$ cat src/hw/drive_mode_pkg.sv
// Package for the drive control mode selector: register map, fields,
// reset values, timing constants and carrier structs.
// Assumes a single 100 MHz clock and an AXI4-Lite register bus.
`default_nettype none
package drive_mode_pkg;
    // Register byte offsets
    localparam logic [7:0] CfgOffs     = 8'h00;
    localparam logic [7:0] MinFreqOffs = 8'h04;
    localparam logic [7:0] RampOffs    = 8'h08;
    localparam logic [7:0] VariantOffs = 8'h0c;
    localparam logic [7:0] StatusOffs  = 8'h10;
    localparam logic [7:0] IrqStatOffs = 8'h14;
    localparam logic [7:0] IrqMaskOffs = 8'h18;
    localparam logic [7:0] SensorOffs  = 8'h1c;
    // Reset values
    localparam logic [2:0] CfgReset      = 3'h0;
    localparam logic [7:0] MinFreqReset  = 8'h1e;   // 30 Hz
    localparam logic [7:0] MinFreqFloor  = 8'h05;   // 5 Hz
    localparam logic [7:0] StartRampSec  = 8'h08;   // 8 s
    localparam logic [7:0] StopRampSec   = 8'h08;
    localparam logic       FreewheelReset = 1'b1;
    // Ramp field positions
    localparam int StartRampLsb = 0;
    localparam int StopRampLsb  = 8;
    localparam int FreewheelBit = 16;
    // Interrupt event bits
    localparam int EvCfgChange = 0;
    localparam int EvFailover  = 1;
    localparam int EvRunChange = 2;
    localparam int EvCount     = 3;
    // Contact debounce: 10 ms
    localparam int ClkMhz        = 100;
    localparam int DebounceUs    = 10000;
    localparam int DebounceCycles = DebounceUs * ClkMhz;
    // Analog reference scale: 12-bit codes, full scale maps to max freq
    localparam int AdcBits = 12;
    localparam logic [11:0] LoopZeroCode = 12'h333; // 4 mA of 20 mA

    typedef enum logic [2:0] {
        CfgBasicRun, CfgDigitalCp, CfgAnalogCp, CfgRedundantCp,
        CfgDualCp, CfgVoltSpeed, CfgLoopSpeed, CfgHandOffAuto
    } sys_cfg_t;

    typedef struct packed {
        logic first;
        logic second;
        logic third;
        logic fourth;
    } contacts_t;

    typedef struct packed {
        logic       runPermit;
        logic       pressureMode;
        logic       speedMode;
        logic       useSecondary;
        logic [1:0] setpointSel;
        logic       precharge;
        logic       leadLag;
    } mode_out_t;

    typedef struct packed {
        logic [7:0] startRamp;
        logic [7:0] stopRamp;
        logic       freewheel;
    } ramp_cfg_t;
endpackage
`default_nettype wire

$ cat src/hw/drive_control_mode_selector.sv
// Drive control mode selector: interprets contacts and analog references
// per configuration code, exposes registers over AXI4-Lite.
// Assumes contacts and analog codes are synchronous to clk.
//
// Notes on behaviour
// - Code 0..7 picks run/stop, pressure, speed or hand/off/auto mode.
// - Code 0 runs only with first and second contacts closed.
// - Code 3 fails over to backup sensor when primary fails.
// - Code 3 four-setpoint: third/fourth contacts pick setpoint 1..4.
// - Code 3 four-setpoint needs contacts 1 and 2; two-setpoint only 1.
// - Code 3 two-setpoint: second contact picks setpoint 1 or 2.
// - Code 4 first contact is run/stop.
// - Code 4 second contact selects secondary sensor and second setpoint.
// - Code 5 speed from voltage, ignored below minimum speed, 5 Hz floor.
// - Codes 5 and 6 run only with first and second contacts closed.
// - Code 6 speed linear from loop current, no pressure regulation.
// - Code 7 first contact open stops, closed allows running.
// - Code 7 third open: pressure control; closed: potentiometer speed.
// - Code 7 second contact needed in auto, ignored in hand.
// - Pre-charge and lead/lag enabled only in pressure modes.
// - Ramp times span lowest to highest frequency and reverse.
// - Start ramp defaults to 8 s; freewheel stop on by default.
`default_nettype none
module drive_control_mode_selector
    import drive_mode_pkg::*;
#(
    parameter int DebounceLen = drive_mode_pkg::DebounceCycles,
    parameter int MaxFreqHz   = 60
) (
    input  wire logic                      clk,          // 100 MHz clock
    input  wire logic                      nrst,         // Async reset
    input  wire drive_mode_pkg::contacts_t contactsRaw,  // Dry contacts
    input  wire logic [11:0]               voltRef,      // 0-5 V code
    input  wire logic [11:0]               loopRef,      // Primary loop code
    input  wire logic                      primaryFail,  // Primary sensor bad
    input  wire logic [31:0]               s_axi_awaddr, // Write address
    input  wire logic                      s_axi_awvalid,// Write addr valid
    output logic                           s_axi_awready,// Write addr ready
    input  wire logic [31:0]               s_axi_wdata,  // Write data
    input  wire logic [3:0]                s_axi_wstrb,  // Byte strobes
    input  wire logic                      s_axi_wvalid, // Write data valid
    output logic                           s_axi_wready, // Write data ready
    output logic [1:0]                     s_axi_bresp,  // Write response
    output logic                           s_axi_bvalid, // Response valid
    input  wire logic                      s_axi_bready, // Response ready
    input  wire logic [31:0]               s_axi_araddr, // Read address
    input  wire logic                      s_axi_arvalid,// Read addr valid
    output logic                           s_axi_arready,// Read addr ready
    output logic [31:0]                    s_axi_rdata,  // Read data
    output logic [1:0]                     s_axi_rresp,  // Read response
    output logic                           s_axi_rvalid, // Read data valid
    input  wire logic                      s_axi_rready, // Read data ready
    output drive_mode_pkg::mode_out_t      modeOut,      // Mode decisions
    output drive_mode_pkg::ramp_cfg_t      rampOut,      // Ramp settings
    output logic [7:0]                     speedHz,      // Speed command
    output logic                           irq           // Interrupt level
);
    import drive_mode_pkg::*;

    ////////////////////////////////////////////////////////////////////////
    // Contact synchronisers and debouncers
    logic [3:0]  syncA_q, syncB_q, stable_q;
    logic [31:0] dbCnt_q [4];
    contacts_t   ct;

    always_ff @(posedge clk or negedge nrst) begin
        if (!nrst) begin
            syncA_q <= 4'h0;
            syncB_q <= 4'h0;
        end else begin
            syncA_q <= contactsRaw;
            syncB_q <= syncA_q;
        end
    end

    for (genvar i = 0; i < 4; i++) begin : g_db
        always_ff @(posedge clk or negedge nrst) begin
            if (!nrst) begin
                dbCnt_q[i]  <= 32'h0;
                stable_q[i] <= 1'b0;
            end else if (syncB_q[i] == stable_q[i]) begin
                dbCnt_q[i] <= 32'h0;
            end else if (dbCnt_q[i] >= 32'(DebounceLen - 1)) begin
                dbCnt_q[i]  <= 32'h0;
                stable_q[i] <= syncB_q[i];
            end else begin
                dbCnt_q[i] <= dbCnt_q[i] + 32'h1;
            end
        end
    end
    assign ct = contacts_t'(stable_q);

    ////////////////////////////////////////////////////////////////////////
    // Registers
    logic [2:0]  cfg_q;
    logic [7:0]  minFreq_q;
    ramp_cfg_t   ramp_q;
    logic        fourSp_q;
    logic        failed_q;
    logic [EvCount-1:0] irqStat_q, irqMask_q, ev;
    sys_cfg_t    cfg;
    assign cfg = sys_cfg_t'(cfg_q);

    // Write channel: accept address and data in either order
    logic        awHeld_q, wHeld_q;
    logic [7:0]  awAddr_q;
    logic [31:0] wData_q;
    logic [3:0]  wStrb_q;
    logic        doWrite, wrOk;

    assign s_axi_awready = !awHeld_q && !s_axi_bvalid;
    assign s_axi_wready  = !wHeld_q && !s_axi_bvalid;
    assign doWrite = awHeld_q && wHeld_q && !s_axi_bvalid;

    always_ff @(posedge clk or negedge nrst) begin
        if (!nrst) begin
            awHeld_q <= 1'b0;
            wHeld_q  <= 1'b0;
            awAddr_q <= 8'h0;
            wData_q  <= 32'h0;
            wStrb_q  <= 4'h0;
        end else begin
            if (s_axi_awvalid && s_axi_awready) begin
                awHeld_q <= 1'b1;
                awAddr_q <= s_axi_awaddr[7:0];
            end else if (doWrite) begin
                awHeld_q <= 1'b0;
            end
            if (s_axi_wvalid && s_axi_wready) begin
                wHeld_q <= 1'b1;
                wData_q <= s_axi_wdata;
                wStrb_q <= s_axi_wstrb;
            end else if (doWrite) begin
                wHeld_q <= 1'b0;
            end
        end
    end

    function automatic logic mapped(input logic [7:0] a);
        mapped = a inside {CfgOffs, MinFreqOffs, RampOffs, VariantOffs,
                           StatusOffs, IrqStatOffs, IrqMaskOffs, SensorOffs};
    endfunction

    assign wrOk = mapped(awAddr_q);

    always_ff @(posedge clk or negedge nrst) begin
        if (!nrst) begin
            s_axi_bvalid <= 1'b0;
            s_axi_bresp  <= 2'h0;
        end else if (doWrite) begin
            s_axi_bvalid <= 1'b1;
            s_axi_bresp  <= wrOk ? 2'h0 : 2'h2;
        end else if (s_axi_bready) begin
            s_axi_bvalid <= 1'b0;
        end
    end

    // Configuration registers
    always_ff @(posedge clk or negedge nrst) begin
        if (!nrst) begin
            cfg_q     <= CfgReset;
            minFreq_q <= MinFreqReset;
            ramp_q    <= '{StartRampSec, StopRampSec, FreewheelReset};
            fourSp_q  <= 1'b1;
            irqMask_q <= '0;
        end else if (doWrite && wStrb_q[0]) begin
            unique case (awAddr_q)
                CfgOffs:     cfg_q <= wData_q[2:0];
                MinFreqOffs: minFreq_q <= (wData_q[7:0] < MinFreqFloor)
                                 ? MinFreqFloor : wData_q[7:0];
                RampOffs: begin
                    ramp_q.startRamp <= wData_q[StartRampLsb +: 8];
                    if (wStrb_q[1])
                        ramp_q.stopRamp <= wData_q[StopRampLsb +: 8];
                    if (wStrb_q[2])
                        ramp_q.freewheel <= wData_q[FreewheelBit];
                end
                VariantOffs: fourSp_q  <= wData_q[0];
                IrqMaskOffs: irqMask_q <= wData_q[EvCount-1:0];
                default: ;
            endcase
        end
    end
    assign rampOut = ramp_q;

    ////////////////////////////////////////////////////////////////////////
    // Mode decode
    mode_out_t mo_d, mo_q;
    logic [7:0] speed_d, speed_q;

    function automatic logic [7:0] scaleRef(input logic [11:0] code,
                                            input logic [11:0] zero);
        logic [11:0] span;
        logic [23:0] prod;
        span = (code > zero) ? code - zero : 12'h0;
        prod = 24'(span) * 24'(MaxFreqHz);
        scaleRef = 8'(prod / 24'(12'hfff - zero));
    endfunction

    always_ff @(posedge clk or negedge nrst) begin
        if (!nrst) failed_q <= 1'b0;
        else       failed_q <= primaryFail && cfg == CfgRedundantCp;
    end

    always_comb begin
        logic [7:0] ref8;
        ref8 = 8'h0;
        mo_d = '0;
        speed_d = 8'h0;
        unique case (cfg)
            CfgBasicRun: mo_d.runPermit = ct.first && ct.second;
            CfgDigitalCp, CfgAnalogCp: begin
                mo_d.runPermit = ct.first && ct.second;
                mo_d.pressureMode = 1'b1;
            end
            CfgRedundantCp: begin
                mo_d.pressureMode = 1'b1;
                mo_d.useSecondary = failed_q;
                if (fourSp_q) begin
                    mo_d.runPermit = ct.first && ct.second;
                    mo_d.setpointSel = {ct.fourth, ct.third};
                end else begin
                    mo_d.runPermit = ct.first;
                    mo_d.setpointSel = {1'b0, ct.second};
                end
            end
            CfgDualCp: begin
                mo_d.pressureMode = 1'b1;
                mo_d.runPermit = ct.first;
                mo_d.useSecondary = ct.second;
                mo_d.setpointSel = {1'b0, ct.second};
            end
            CfgVoltSpeed, CfgLoopSpeed: begin
                mo_d.speedMode = 1'b1;
                ref8 = (cfg == CfgVoltSpeed) ? scaleRef(voltRef, 12'h0)
                                             : scaleRef(loopRef, LoopZeroCode);
                speed_d = (ref8 >= minFreq_q) ? ref8 : 8'h0;
                mo_d.runPermit = ct.first && ct.second;
            end
            CfgHandOffAuto: begin
                if (ct.third) begin
                    mo_d.speedMode = 1'b1;
                    ref8 = scaleRef(voltRef, 12'h0);
                    speed_d = (ref8 >= minFreq_q) ? ref8 : 8'h0;
                    mo_d.runPermit = ct.first;
                end else begin
                    mo_d.pressureMode = 1'b1;
                    mo_d.runPermit = ct.first && ct.second;
                end
            end
        endcase
        mo_d.precharge = mo_d.pressureMode;
        mo_d.leadLag   = mo_d.pressureMode;
    end

    always_ff @(posedge clk or negedge nrst) begin
        if (!nrst) begin
            mo_q    <= '0;
            speed_q <= 8'h0;
        end else begin
            mo_q    <= mo_d;
            speed_q <= speed_d;
        end
    end
    assign modeOut = mo_q;
    assign speedHz = speed_q;

    ////////////////////////////////////////////////////////////////////////
    // Interrupts: set wins over write-one-to-clear
    logic [2:0] cfgPrev_q;
    logic       clrW;
    always_ff @(posedge clk or negedge nrst) begin
        if (!nrst) cfgPrev_q <= CfgReset;
        else       cfgPrev_q <= cfg_q;
    end
    assign ev[EvCfgChange] = cfgPrev_q != cfg_q;
    assign ev[EvFailover]  = mo_d.useSecondary && !mo_q.useSecondary
                             && cfg == CfgRedundantCp;
    assign ev[EvRunChange] = mo_d.runPermit != mo_q.runPermit;
    assign clrW = doWrite && wStrb_q[0] && awAddr_q == IrqStatOffs;

    always_ff @(posedge clk or negedge nrst) begin
        if (!nrst) irqStat_q <= '0;
        else irqStat_q <= (irqStat_q & ~(clrW ? wData_q[EvCount-1:0] : '0))
                          | ev;
    end
    assign irq = |(irqStat_q & irqMask_q);

    ////////////////////////////////////////////////////////////////////////
    // Read channel
    always_ff @(posedge clk or negedge nrst) begin
        if (!nrst) begin
            s_axi_rvalid <= 1'b0;
            s_axi_rdata  <= 32'h0;
            s_axi_rresp  <= 2'h0;
        end else if (s_axi_arvalid && s_axi_arready) begin
            s_axi_rvalid <= 1'b1;
            s_axi_rresp  <= mapped(s_axi_araddr[7:0]) ? 2'h0 : 2'h2;
            unique case (s_axi_araddr[7:0])
                CfgOffs:     s_axi_rdata <= {29'h0, cfg_q};
                MinFreqOffs: s_axi_rdata <= {24'h0, minFreq_q};
                RampOffs:    s_axi_rdata <= {15'h0, ramp_q.freewheel,
                                             ramp_q.stopRamp, ramp_q.startRamp};
                VariantOffs: s_axi_rdata <= {31'h0, fourSp_q};
                StatusOffs:  s_axi_rdata <= {16'h0, speed_q, mo_q};
                IrqStatOffs: s_axi_rdata <= {29'h0, irqStat_q};
                IrqMaskOffs: s_axi_rdata <= {29'h0, irqMask_q};
                SensorOffs:  s_axi_rdata <= {27'h0, failed_q, stable_q};
                default:     s_axi_rdata <= 32'h0;
            endcase
        end else if (s_axi_rready) begin
            s_axi_rvalid <= 1'b0;
        end
    end
    assign s_axi_arready = !s_axi_rvalid;

    ////////////////////////////////////////////////////////////////////////
    // Assertions
    basic_run_a: assert property (@(posedge clk) disable iff (!nrst)
        cfg == CfgBasicRun && !(ct.first && ct.second) |=> !modeOut.runPermit)
        else $error("basic mode ran with a contact open");
    dual_sel_a: assert property (@(posedge clk) disable iff (!nrst)
        cfg == CfgDualCp && $stable(cfg) |=> modeOut.useSecondary == $past(ct.second))
        else $error("dual sensor choice wrong");
    sp_four_a: assert property (@(posedge clk) disable iff (!nrst)
        cfg == CfgRedundantCp && fourSp_q |=>
        modeOut.setpointSel == {$past(ct.fourth), $past(ct.third)})
        else $error("setpoint decode wrong");
    speed_min_a: assert property (@(posedge clk) disable iff (!nrst)
        speedHz != 8'h0 |-> speedHz >= minFreq_q || $changed(minFreq_q))
        else $error("speed below minimum");
    loop_nopress_a: assert property (@(posedge clk) disable iff (!nrst)
        cfg == CfgLoopSpeed |=> !modeOut.pressureMode)
        else $error("pressure mode in speed config");
    hoa_off_a: assert property (@(posedge clk) disable iff (!nrst)
        cfg == CfgHandOffAuto && !ct.first |=> !modeOut.runPermit)
        else $error("ran with switch off");
    precharge_a: assert property (@(posedge clk) disable iff (!nrst)
        modeOut.precharge || modeOut.leadLag |->
        !($past(cfg) inside {CfgBasicRun, CfgVoltSpeed, CfgLoopSpeed}))
        else $error("precharge outside pressure mode");
    minfloor_a: assert property (@(posedge clk) disable iff (!nrst)
        minFreq_q >= MinFreqFloor)
        else $error("minimum speed below floor");
endmodule // drive_control_mode_selector
`default_nettype wire

$ cat config.mk
export PLATFORM = sky130hd
export DESIGN_NAME = drive_control_mode_selector
export DESIGN_NICKNAME = d
export VERILOG_FILES = /design/src/hw/drive_mode_pkg.sv /design/src/hw/drive_control_mode_selector.sv
export SDC_FILE = /design/constraint.sdc
export NUM_CORES = 1
export LEC_CHECK = 0
export BUFFER_PORTS_ARGS = -buffer_cell sky130_fd_sc_hd__clkbuf_2
export CAP_MARGIN = 20
export CORE_MARGIN = 4
export CORE_UTILIZATION = 50
export DETAILED_ROUTE_END_ITERATION = 7
export GPL_TIMING_DRIVEN = 0
export PLACE_DENSITY = 0.7
export SYNTH_ARGS = -nofsm -noshare
export SYNTH_HDL_FRONTEND = slang
export SYNTH_SLANG_ARGS = --single-unit
$ cat constraint.sdc
create_clock -name clk -period 3.4 [get_ports clk]
set_input_delay 0.68 -clock clk [delete_from_list [all_inputs] [get_ports clk]]
set_output_delay 0.68 -clock clk [all_outputs]
set_load 0.02 [all_outputs]
==> results of run 1 <==
## state kept, by name, indices dropped and copies added, names as in the netlist, 6 cells and up
name	cells
modeOut	6
dbCnt_q	128
wData_q	17
minFreq_q	8
s_axi_rdata	17
rampOut	17
speedHz	7
awAddr_q	8
## layout by cell type, fill, tap and decap left out, types with 13 or more instances in the layout
cell,netlist,layout
a21oi_2,2,15
and3_1,52,48
a21o_1,21,20
nand4_1,37,37
o21a_1,16,14
and2_1,27,23
mux2_2,59,59
a21oi_1,85,71
nor3_1,45,37
clkbuf_2,0,129
nor4_1,26,24
conb_1,1,66
clkbuf_1,40,29
inv_1,103,94
o21ai_1,10,19
xnor2_1,85,78
o21ai_0,56,39
a222oi_1,16,16
buf_4,21,116
fa_1,35,34
dfrtp_1,235,235
nor2_1,192,180
clkbuf_16,0,25
nand3_1,68,64
xor2_1,59,54
o211ai_1,13,13
nand2_1,148,141
ha_1,69,62
## stage by stage
stage	setup slack (ns)	util (%)	TNS (ns)	cell area (µm²)	hold slack, ns
after floorplan	-7.37	-	-50.85	17500	0.331
after global placement	-8.79	55.6	-781.37	18700	0.337
after detailed placement	-9.06	55.8	-63.17	18800	0.339
after CTS	-7.34	61.1	-50.81	20600	0.132
after global routing	-7.81	63.4	-54.14	21300	0.142
final	-7.43	63.4	-51.48	21300	0.124
## cells by family after synthesis
logic type / Yosys count
buf+inv: 176
simple gates: 693
compound gates: 405
mux: 78
other cells: 1
flops: 243
xor+xnor: 145
fa+ha+maj: 107
## routing by layer
layer	vias to the layer above	global-route usage, %
met1	7397	30.1
met2	423	39.3
met5	-	0
met3	85	1.85
li1	7257	-
met4	2	4.28
## layout make-up
| type | count | area [µm²] |
|---|---|---|
| flip-flops and latches | 243 | 6090 |
| clock inverters | 16 | 176 |
| multi-input cells | 1494 | 11500 |
| repair buffers | 228 | 1490 |
| inverters | 104 | 403 |
| clock buffers | 28 | 657 |
| well taps | 448 | 561 |
| fillers | 2717 | 12300 |
| plain buffers | 67 | 409 |
## how the worst max path moves through the flow
stage               start          to  slack (ns)
3_3_place_gp   loopRef[7]  speedHz[2]       -8.79
2_1_floorplan  loopRef[3]  speedHz[2]       -7.37
3_5_place_dp   loopRef[3]  speedHz[2]       -9.06
5_1_grt        loopRef[3]  speedHz[2]       -7.81
4_1_cts        loopRef[2]  speedHz[2]       -7.34
6_report       loopRef[3]  speedHz[2]       -7.43
## what timing repair did
item | in CTS | in global routing
setup endpoints to repair | 7 | 7
cloned | 1 | 0
resized for setup | 98 | 130
buffers inserted | 64 | 33
pin swaps | 57 | 63
==> impl.org, run 1 <==
** Critical path
- In this design, the critical path's most frequently occurring cell is buf_4.
- Crit Path Category :: in2reg
- Among cell families on the critical path, the largest total delay comes from compound AO/OA/AOI/OAI gates.
- Along the worst path, the maximum fanout reaches 9.
- Bufs and invs on worst path :: 11
- R2R setup slack :: -0.03 ns
- STA classifies the critical path endpoint as a register.
- Reg2Reg Capture Point :: speedHz[2]
- Worst EP arrival :: 11.24 ns
- Depth of the worst register-to-register path :: 17
- Required time of the critical path :: 3.80 ns
- The worst register-to-register path begins at cfg[1].
- Cell at the slowest stage of the critical path :: fa_1
- Slowest Stage Delay on Critical Path :: 0.43 ns
- In this run the number of cells on the critical path is 54.
- The worst setup path is launched from an input port.

** Timing
- Setup repair after global routing could not meet its margin everywhere.
- Final setup viols :: 7
- Fmax :: 0.0923 GHz
- Subtracting the final worst setup slack from the clock period gives 10.83 ns.
- Across the routed clock network, the largest skew measured is 0.00903 ns.
- Slew at the pin closest to its max-slew limit :: 1.02 ns
- The count of pins over their slew limit was 0.
- Dividing the final minimum period by the clock period gives 319%.
- Fin worst setup slack :: -7.43 ns
- Slew HR :: 31.6%
- Hold Violations, Final :: 0

** CTS
- CTS built an H-tree with a depth of 1.
- Clock edge transition at the registers on the reported setup and hold paths :: 0.07 ns
- CTS saw 243 sinks.
- Clock latency on the worst-skew pair, taken at its later pin, is 0.51 ns.
- Master cell of the clock root buffer :: clkbuf_16
- CTS Hold Bufs :: 0
- Total CTS buffers :: 24
- CTS tree :: yes
- Longest Clk Path Bufs :: 3

** Synth
- During synthesis, Yosys emitted a total of 0 warnings.
- Netlist area before placement :: 17100 µm²
- The number of different library cells used by synthesis comes to 104.
- The synthesized netlist devotes 20.1% of its cell area to simple gates.
- Main combinational cell family by area after synthesis :: simple AND/OR/NAND/NOR gates
- After Yosys synthesis, full adders, half adders and majority gates account for 9.33% of the synthesized area.
- In the synthesized netlist the async set-or-reset flop fraction comes to 100%.
- In the post-synthesis netlist, the biggest area contributors are dfrtp_1 34%, ha_1 5.1%, xnor2_1 4.4%.
- Synth Flop Type :: dfrtp_1
- In the post-synthesis netlist, the cell with the most instances is dfrtp_1.
- Synthesized instance count :: 1848
- For this run, the register share of the synthesized area comes to 35.7%.
- Summing the areas of all xor and xnor instances in the mapped netlist gives 7.48% of the synthesized area.
- Mux share of post-synthesis cell area :: 5.03%
- Area share of the largest cell type after synthesis :: 34.4%
- Summing the areas of all compound-gate instances in the mapped netlist gives 17.9% of the synthesized area.
- By count the netlist is led by 235 x dfrtp_1, 192 x nor2_1, 148 x nand2_1.
- Yosys mapped a number of flops with a built-in enable equal to 0.
- Average footprint of a synthesized cell :: 9.24 µm²
- The synthesized design contains 243 register bits.
- Leading area contributor after synthesis :: dfrtp_1

** Floorplan
- # rows :: 67
- Die height :: 193 µm
- Effective utilization at floorplan :: 50.8%
- Core Region :: 33600 µm²
- 211 I/O pins were placed.
- The floorplan step defined a die boundary enclosing 37200 µm².
- Measured along the x axis, the die boundary spans 193 µm.

** Final layout
- 0 antenna diodes ended up in the layout.
- At the end of the flow, the number of nets in the layout was 2402.
- Layout cells sized above 1 :: 26.6%
- The finished layout holds 2628 standard cells, fillers aside.
- Relative to the synthesized area, the layout overhead comes to 24.8%.

** Routing
- In this run the remaining antenna-violating nets after routing total 0.
- For this run, the detailed router's first-pass iteration total came to 6.
- Average detailed-routed wire length per instance :: 16.7 µm
- Summed over all nets, wire length on met3 after detailed routing comes to 1.82 mm.
- Dividing the detail-routed via count by the number of cells gives 5.77.
- # DRC :: 0
- After the first detailed-routing iteration, the DRC count stood at 1221.
- Final WL :: 43.9 mm
- Number of vias after detailed routing :: 15.2k
- Total routed wire length on the met1 layer :: 18.8 mm
- The detailed router used layers up to and including met5.
- Wire segments on met2 add up to 22.4 mm in the final route.

** Min path
- The min-delay analysis places its worst path in the category in2async.

** Outcome
- The flow ran to the end, but the final reports show violations.
- Failing checks :: negative setup slack

** Place
- DP Cell Count :: 2491
- Final weighted congestion of routability-driven global placement :: 0.928
- The count of buffers added on input and output ports is 126.
- After legalization and detailed placement, the total HPWL measured 31.7 mm.

** GRT
- The first global-routing pass estimated 70.0 mm of wire.
- Overflow left after global routing :: 0
- Number of global-route vias before repair :: 14.5k
- For this run, the total global-route usage over all layers was measured as 22.2%.
- Pin count of the biggest net entering global routing :: 116
- Initial antenna violation count :: 1

** Flow run
- Max-Cap Viols :: 0
Power of run 1 is left out: the tool's default activity adds up to more than one toggle a clock period on the data nets, which glitch-free logic cannot reach.
==> inputs of run 2 (changes only) <==
Settings changed: ABC_AREA set to 1.
==> run 2 against run 1 <==
  * The flow still finishes with violations (negative setup slack)
  * Cell area rose by 3.7%
  * Highest routed layer is now met4
  * Final cell count is 24% higher
  * Sequential cell count stayed put
  * Non-clock buffer count rose by 14
  * Critical endpoint is now speedHz[0]
  * Routed wire length hardly changed
==> impl.org, run 2 <==
** Min path
- In this run the worst hold path is classified as in2async.

** Synth
- In the synthesized netlist the async set-or-reset flop fraction comes to 100%.
- Synthesized instance count :: 2428
- The synthesized design contains 243 register bits.
- Yosys printed 0 warnings.
- Top area cells in the synthesized netlist :: dfrtp_1 34%, nand2_1 14%, inv_1 7.9%
- The mapped netlist covers 17300 µm².
- In the post-synthesis netlist, the cell with the most instances is nand2_1.
- Sequential-to-total area share from yosys stat :: 35.1%
- Leading area contributor after synthesis :: dfrtp_1
- Dividing the synthesized area by the synthesized cell count gives 7.14 µm².
- Synth Flop Type :: dfrtp_1
- Counting distinct cell types in the post-synthesis netlist gives 50.
- Number of enable-type register cells in the synthesized netlist :: 0
- The top cell type by area accounts for 33.9% of the synthesized area.
- Top cells by count, synth :: 634 x nand2_1, 367 x inv_1, 283 x nor2_1

** Routing
- The first routing iteration left 971 violations.
- Before antenna repair, the detailed router went through 5 iterations.
- Once detail routing completed, the nets flagged for antenna violations numbered 0.
- Average detailed-routed wire length per instance :: 13.5 µm
- The routed layout has 16.6k vias.
- In the routed layout, each cell is associated on average with a via count of 5.10.
- In the routed design, unresolved DRC markers number 0.
- For this block, the routed nets add up to 43.9 mm of wire.

** Critical path
- Highest net fanout along the worst path :: 6
- STA classifies the critical path endpoint as a register.
- For this design, the slowest cell found on the critical path is fa_1.
- CP delay by family, top :: simple AND/OR/NAND/NOR gates
- The most numerous cell type found on the critical path is buf_4.
- Worst EP arrival :: 10.11 ns
- The critical path is of the in2reg type.
- Data on the critical path is required at its endpoint by 3.80 ns.
- The worst setup path is launched from an input port.
- Slowest Stage Delay on Critical Path :: 0.54 ns
- Bufs and invs on worst path :: 32

** Floorplan
- # rows :: 67
- The die is 194 µm tall.
- Once the floorplan was initialized, standard cells occupied 51.2% of the core.
- The die is 194 µm wide.
- Core Region :: 33900 µm²
- In this run the count of I/O pins placed on the die edge is 211.
- Overall die area :: 37700 µm²

** Final layout
- Commonest cells after routing, fill and taps aside :: 549 x nand2_1, 339 x inv_1, 235 x dfrtp_1
- Layout cells sized above 1 :: 25.6%
- Largest register FFs :: 128
- Area Overhead vs Synth :: 27.5%
- Most common cell after layout, fill and taps aside :: nand2_1
- More flip-flops sit in one register than any other, and that register is dbCnt_q.
- At the end of the flow, the number of nets in the layout was 3021.
- Measured on the finished design, the core utilization comes to 65.3%.
- The number of antenna diodes in the final layout is 0.

** CTS
- The root buffer cell chosen for the clock tree is clkbuf_16.
- Total CTS buffers :: 23
- Clock-pin slew was measured on the worst setup and hold paths at 0.07 ns.
- In this run the number of H-tree levels came out at 1.
- The later pin in the worst-skew pair is clocked with a latency of 0.51 ns.
- Number of clock sinks :: 243
- Hold repair after CTS inserted 0 buffers.
- Longest Clk Path Bufs :: 3
- TritonCTS built the clock tree.

** Timing
- Max Clock Skew :: 0.0118 ns
- In the finished design, the share of the clock period the worst path needs comes to 286%.
- For this run, the top clock speed supported by timing is 0.103 GHz.
- The worst pin sits at a relative slew slack of 36.6%.
- Hold Violations, Final :: 0
- Slew at the pin closest to its max-slew limit :: 0.944 ns
- For the finished layout, the period the worst path requires is 9.71 ns.
- The count of pins over their slew limit is 0.
- Unrepaired setup endpoints after global routing :: true
- In the post-route analysis, the smallest setup slack over all paths is -6.31 ns.
- Setup violations remaining at the end of the flow were counted as 7.

** Outcome
- Status :: finished, violations left
- Failing checks :: negative setup slack

** GRT
- Global routing finished with a remaining overflow of 0.
- Pin count of the biggest net entering global routing :: 102
- Number of global-route vias before repair :: 16.1k
- The first global-routing pass estimated 73.7 mm of wire.
- Overall global routing resource usage :: 22.3%
- The number of antenna violations at the first check in global routing was 0.

** Flow run
- Max-Cap Viols :: 0

** Place
- Number of buffers inserted by port buffering :: 128
- Placed wire-length estimate after detailed placement :: 31.9 mm
- The congestion estimate from routability-driven global placement came to 0.907.
==> run 2: cell types whose count changed in the layout (fill, tap and decap cells not counted), moves of 26 or more <==
| cell | previous run | this run |
|---|---|---|
| and3_1 | 48 | 0 |
| inv_1 | 94 | 339 |
| mux2_2 | 59 | 12 |
| nand2_1 | 141 | 549 |
| nand2_2 | 7 | 86 |
| nand2_4 | 0 | 44 |
| nand3_1 | 64 | 144 |
| nand3_2 | 4 | 30 |
| nor2_1 | 180 | 229 |
| nor2_4 | 4 | 43 |
| o21ai_0 | 39 | 93 |
| xnor2_1 | 78 | 8 |
==> run 2: through the flow <==
step | hold WS (ns) | std cells | TNS, ns | cell area, µm² | worst slack (ns)
finish | 0.0980 | 3246 | -43.12 | 22100 | -6.31
global placement | 0.336 | 3069 | -777.63 | 19000 | -7.48
CTS | 0.0997 | 3220 | -42.30 | 21400 | -6.07
floorplan | 0.331 | 2493 | -40.49 | 17800 | -5.89
global route | 0.110 | 3246 | -47.75 | 22100 | -6.87
detailed placement | 0.338 | 3072 | -53.11 | 19000 | -7.64
==> run 2: worst register-to-register path, delay by kind of cell (launching register included) <==
family | cells | cell delay [ns]
simple gates | 4 | 1.04
buf+inv | 2 | 0.47
flops | 1 | 0.47
compound gates | 8 | 1.23
fa+ha+maj | 1 | 0.28
==> run 2: worst paths after layout <==
| kind | startpoint | end | slack (ns) | cells after the start |
|---|---|---|---|---|
| min in group clk | contactsRaw[0] | syncA_q[0] | 0.28 | 1 |
| max in group asynchronous | nrst | rampOut[4] | 2.01 | 3 |
| hold / removal | nrst | dbCnt_q[0] | 0.1 | 1 |
| setup / recovery | loopRef[0] | speedHz[0] | -6.31 | 84 |
| hold reg to reg | syncA_q[2] | syncB_q[2] | 0.35 | 0 |
| setup reg to reg | cfg[0] | speedHz[3] | -0.21 | 15 |
==> run 2: what timing repair did <==
| item | CTS | global route |
|---|---|---|
| cloned | 7 | 0 |
| setup buffers | 99 | 26 |
| resized for setup | 228 | 127 |
| endpoints found under the setup margin | 7 | 7 |
| pin swaps | 116 | 91 |
==> run 2: area by class of cell <==
type / count / area (µm²)
Clock buffer: 29 / 628
Tap cell: 448 / 561
Inverter: 384 / 1470
Buffer: 49 / 338
Clock inverter: 13 / 110
Multi-Input combinational cell: 1820 / 11100
Fill cell: 2802 / 11800
Timing Repair Buffer: 260 / 1780
Sequential cell: 243 / 6090
==> run 2: per-layer routing <==
layer  GRT usage (%)  up-vias  part of all wire [%]
met3            1.91       91                   3.4
met1            28.1     7768                    43
met5               0        -                     0
met2            41.4      349                    52
li1                -     8350                     -
met4            5.34        0                   2.3
==> run 2: kinds of logic after synthesis <==
kind of cell | Yosys count | share of synthesized area, %
flip-flops | 243 | 35.1
buffers and inverters | 433 | 10.2
AND/OR/NAND/NOR | 1333 | 34.4
AO/OA/AOI/OAI | 253 | 8.03
other | 1 | 0.0216
multiplexers | 12 | 0.779
XOR/XNOR | 49 | 2.47
adder cells (fa/ha/maj) | 104 | 9.02
Power of run 2 is left out for the same reason.
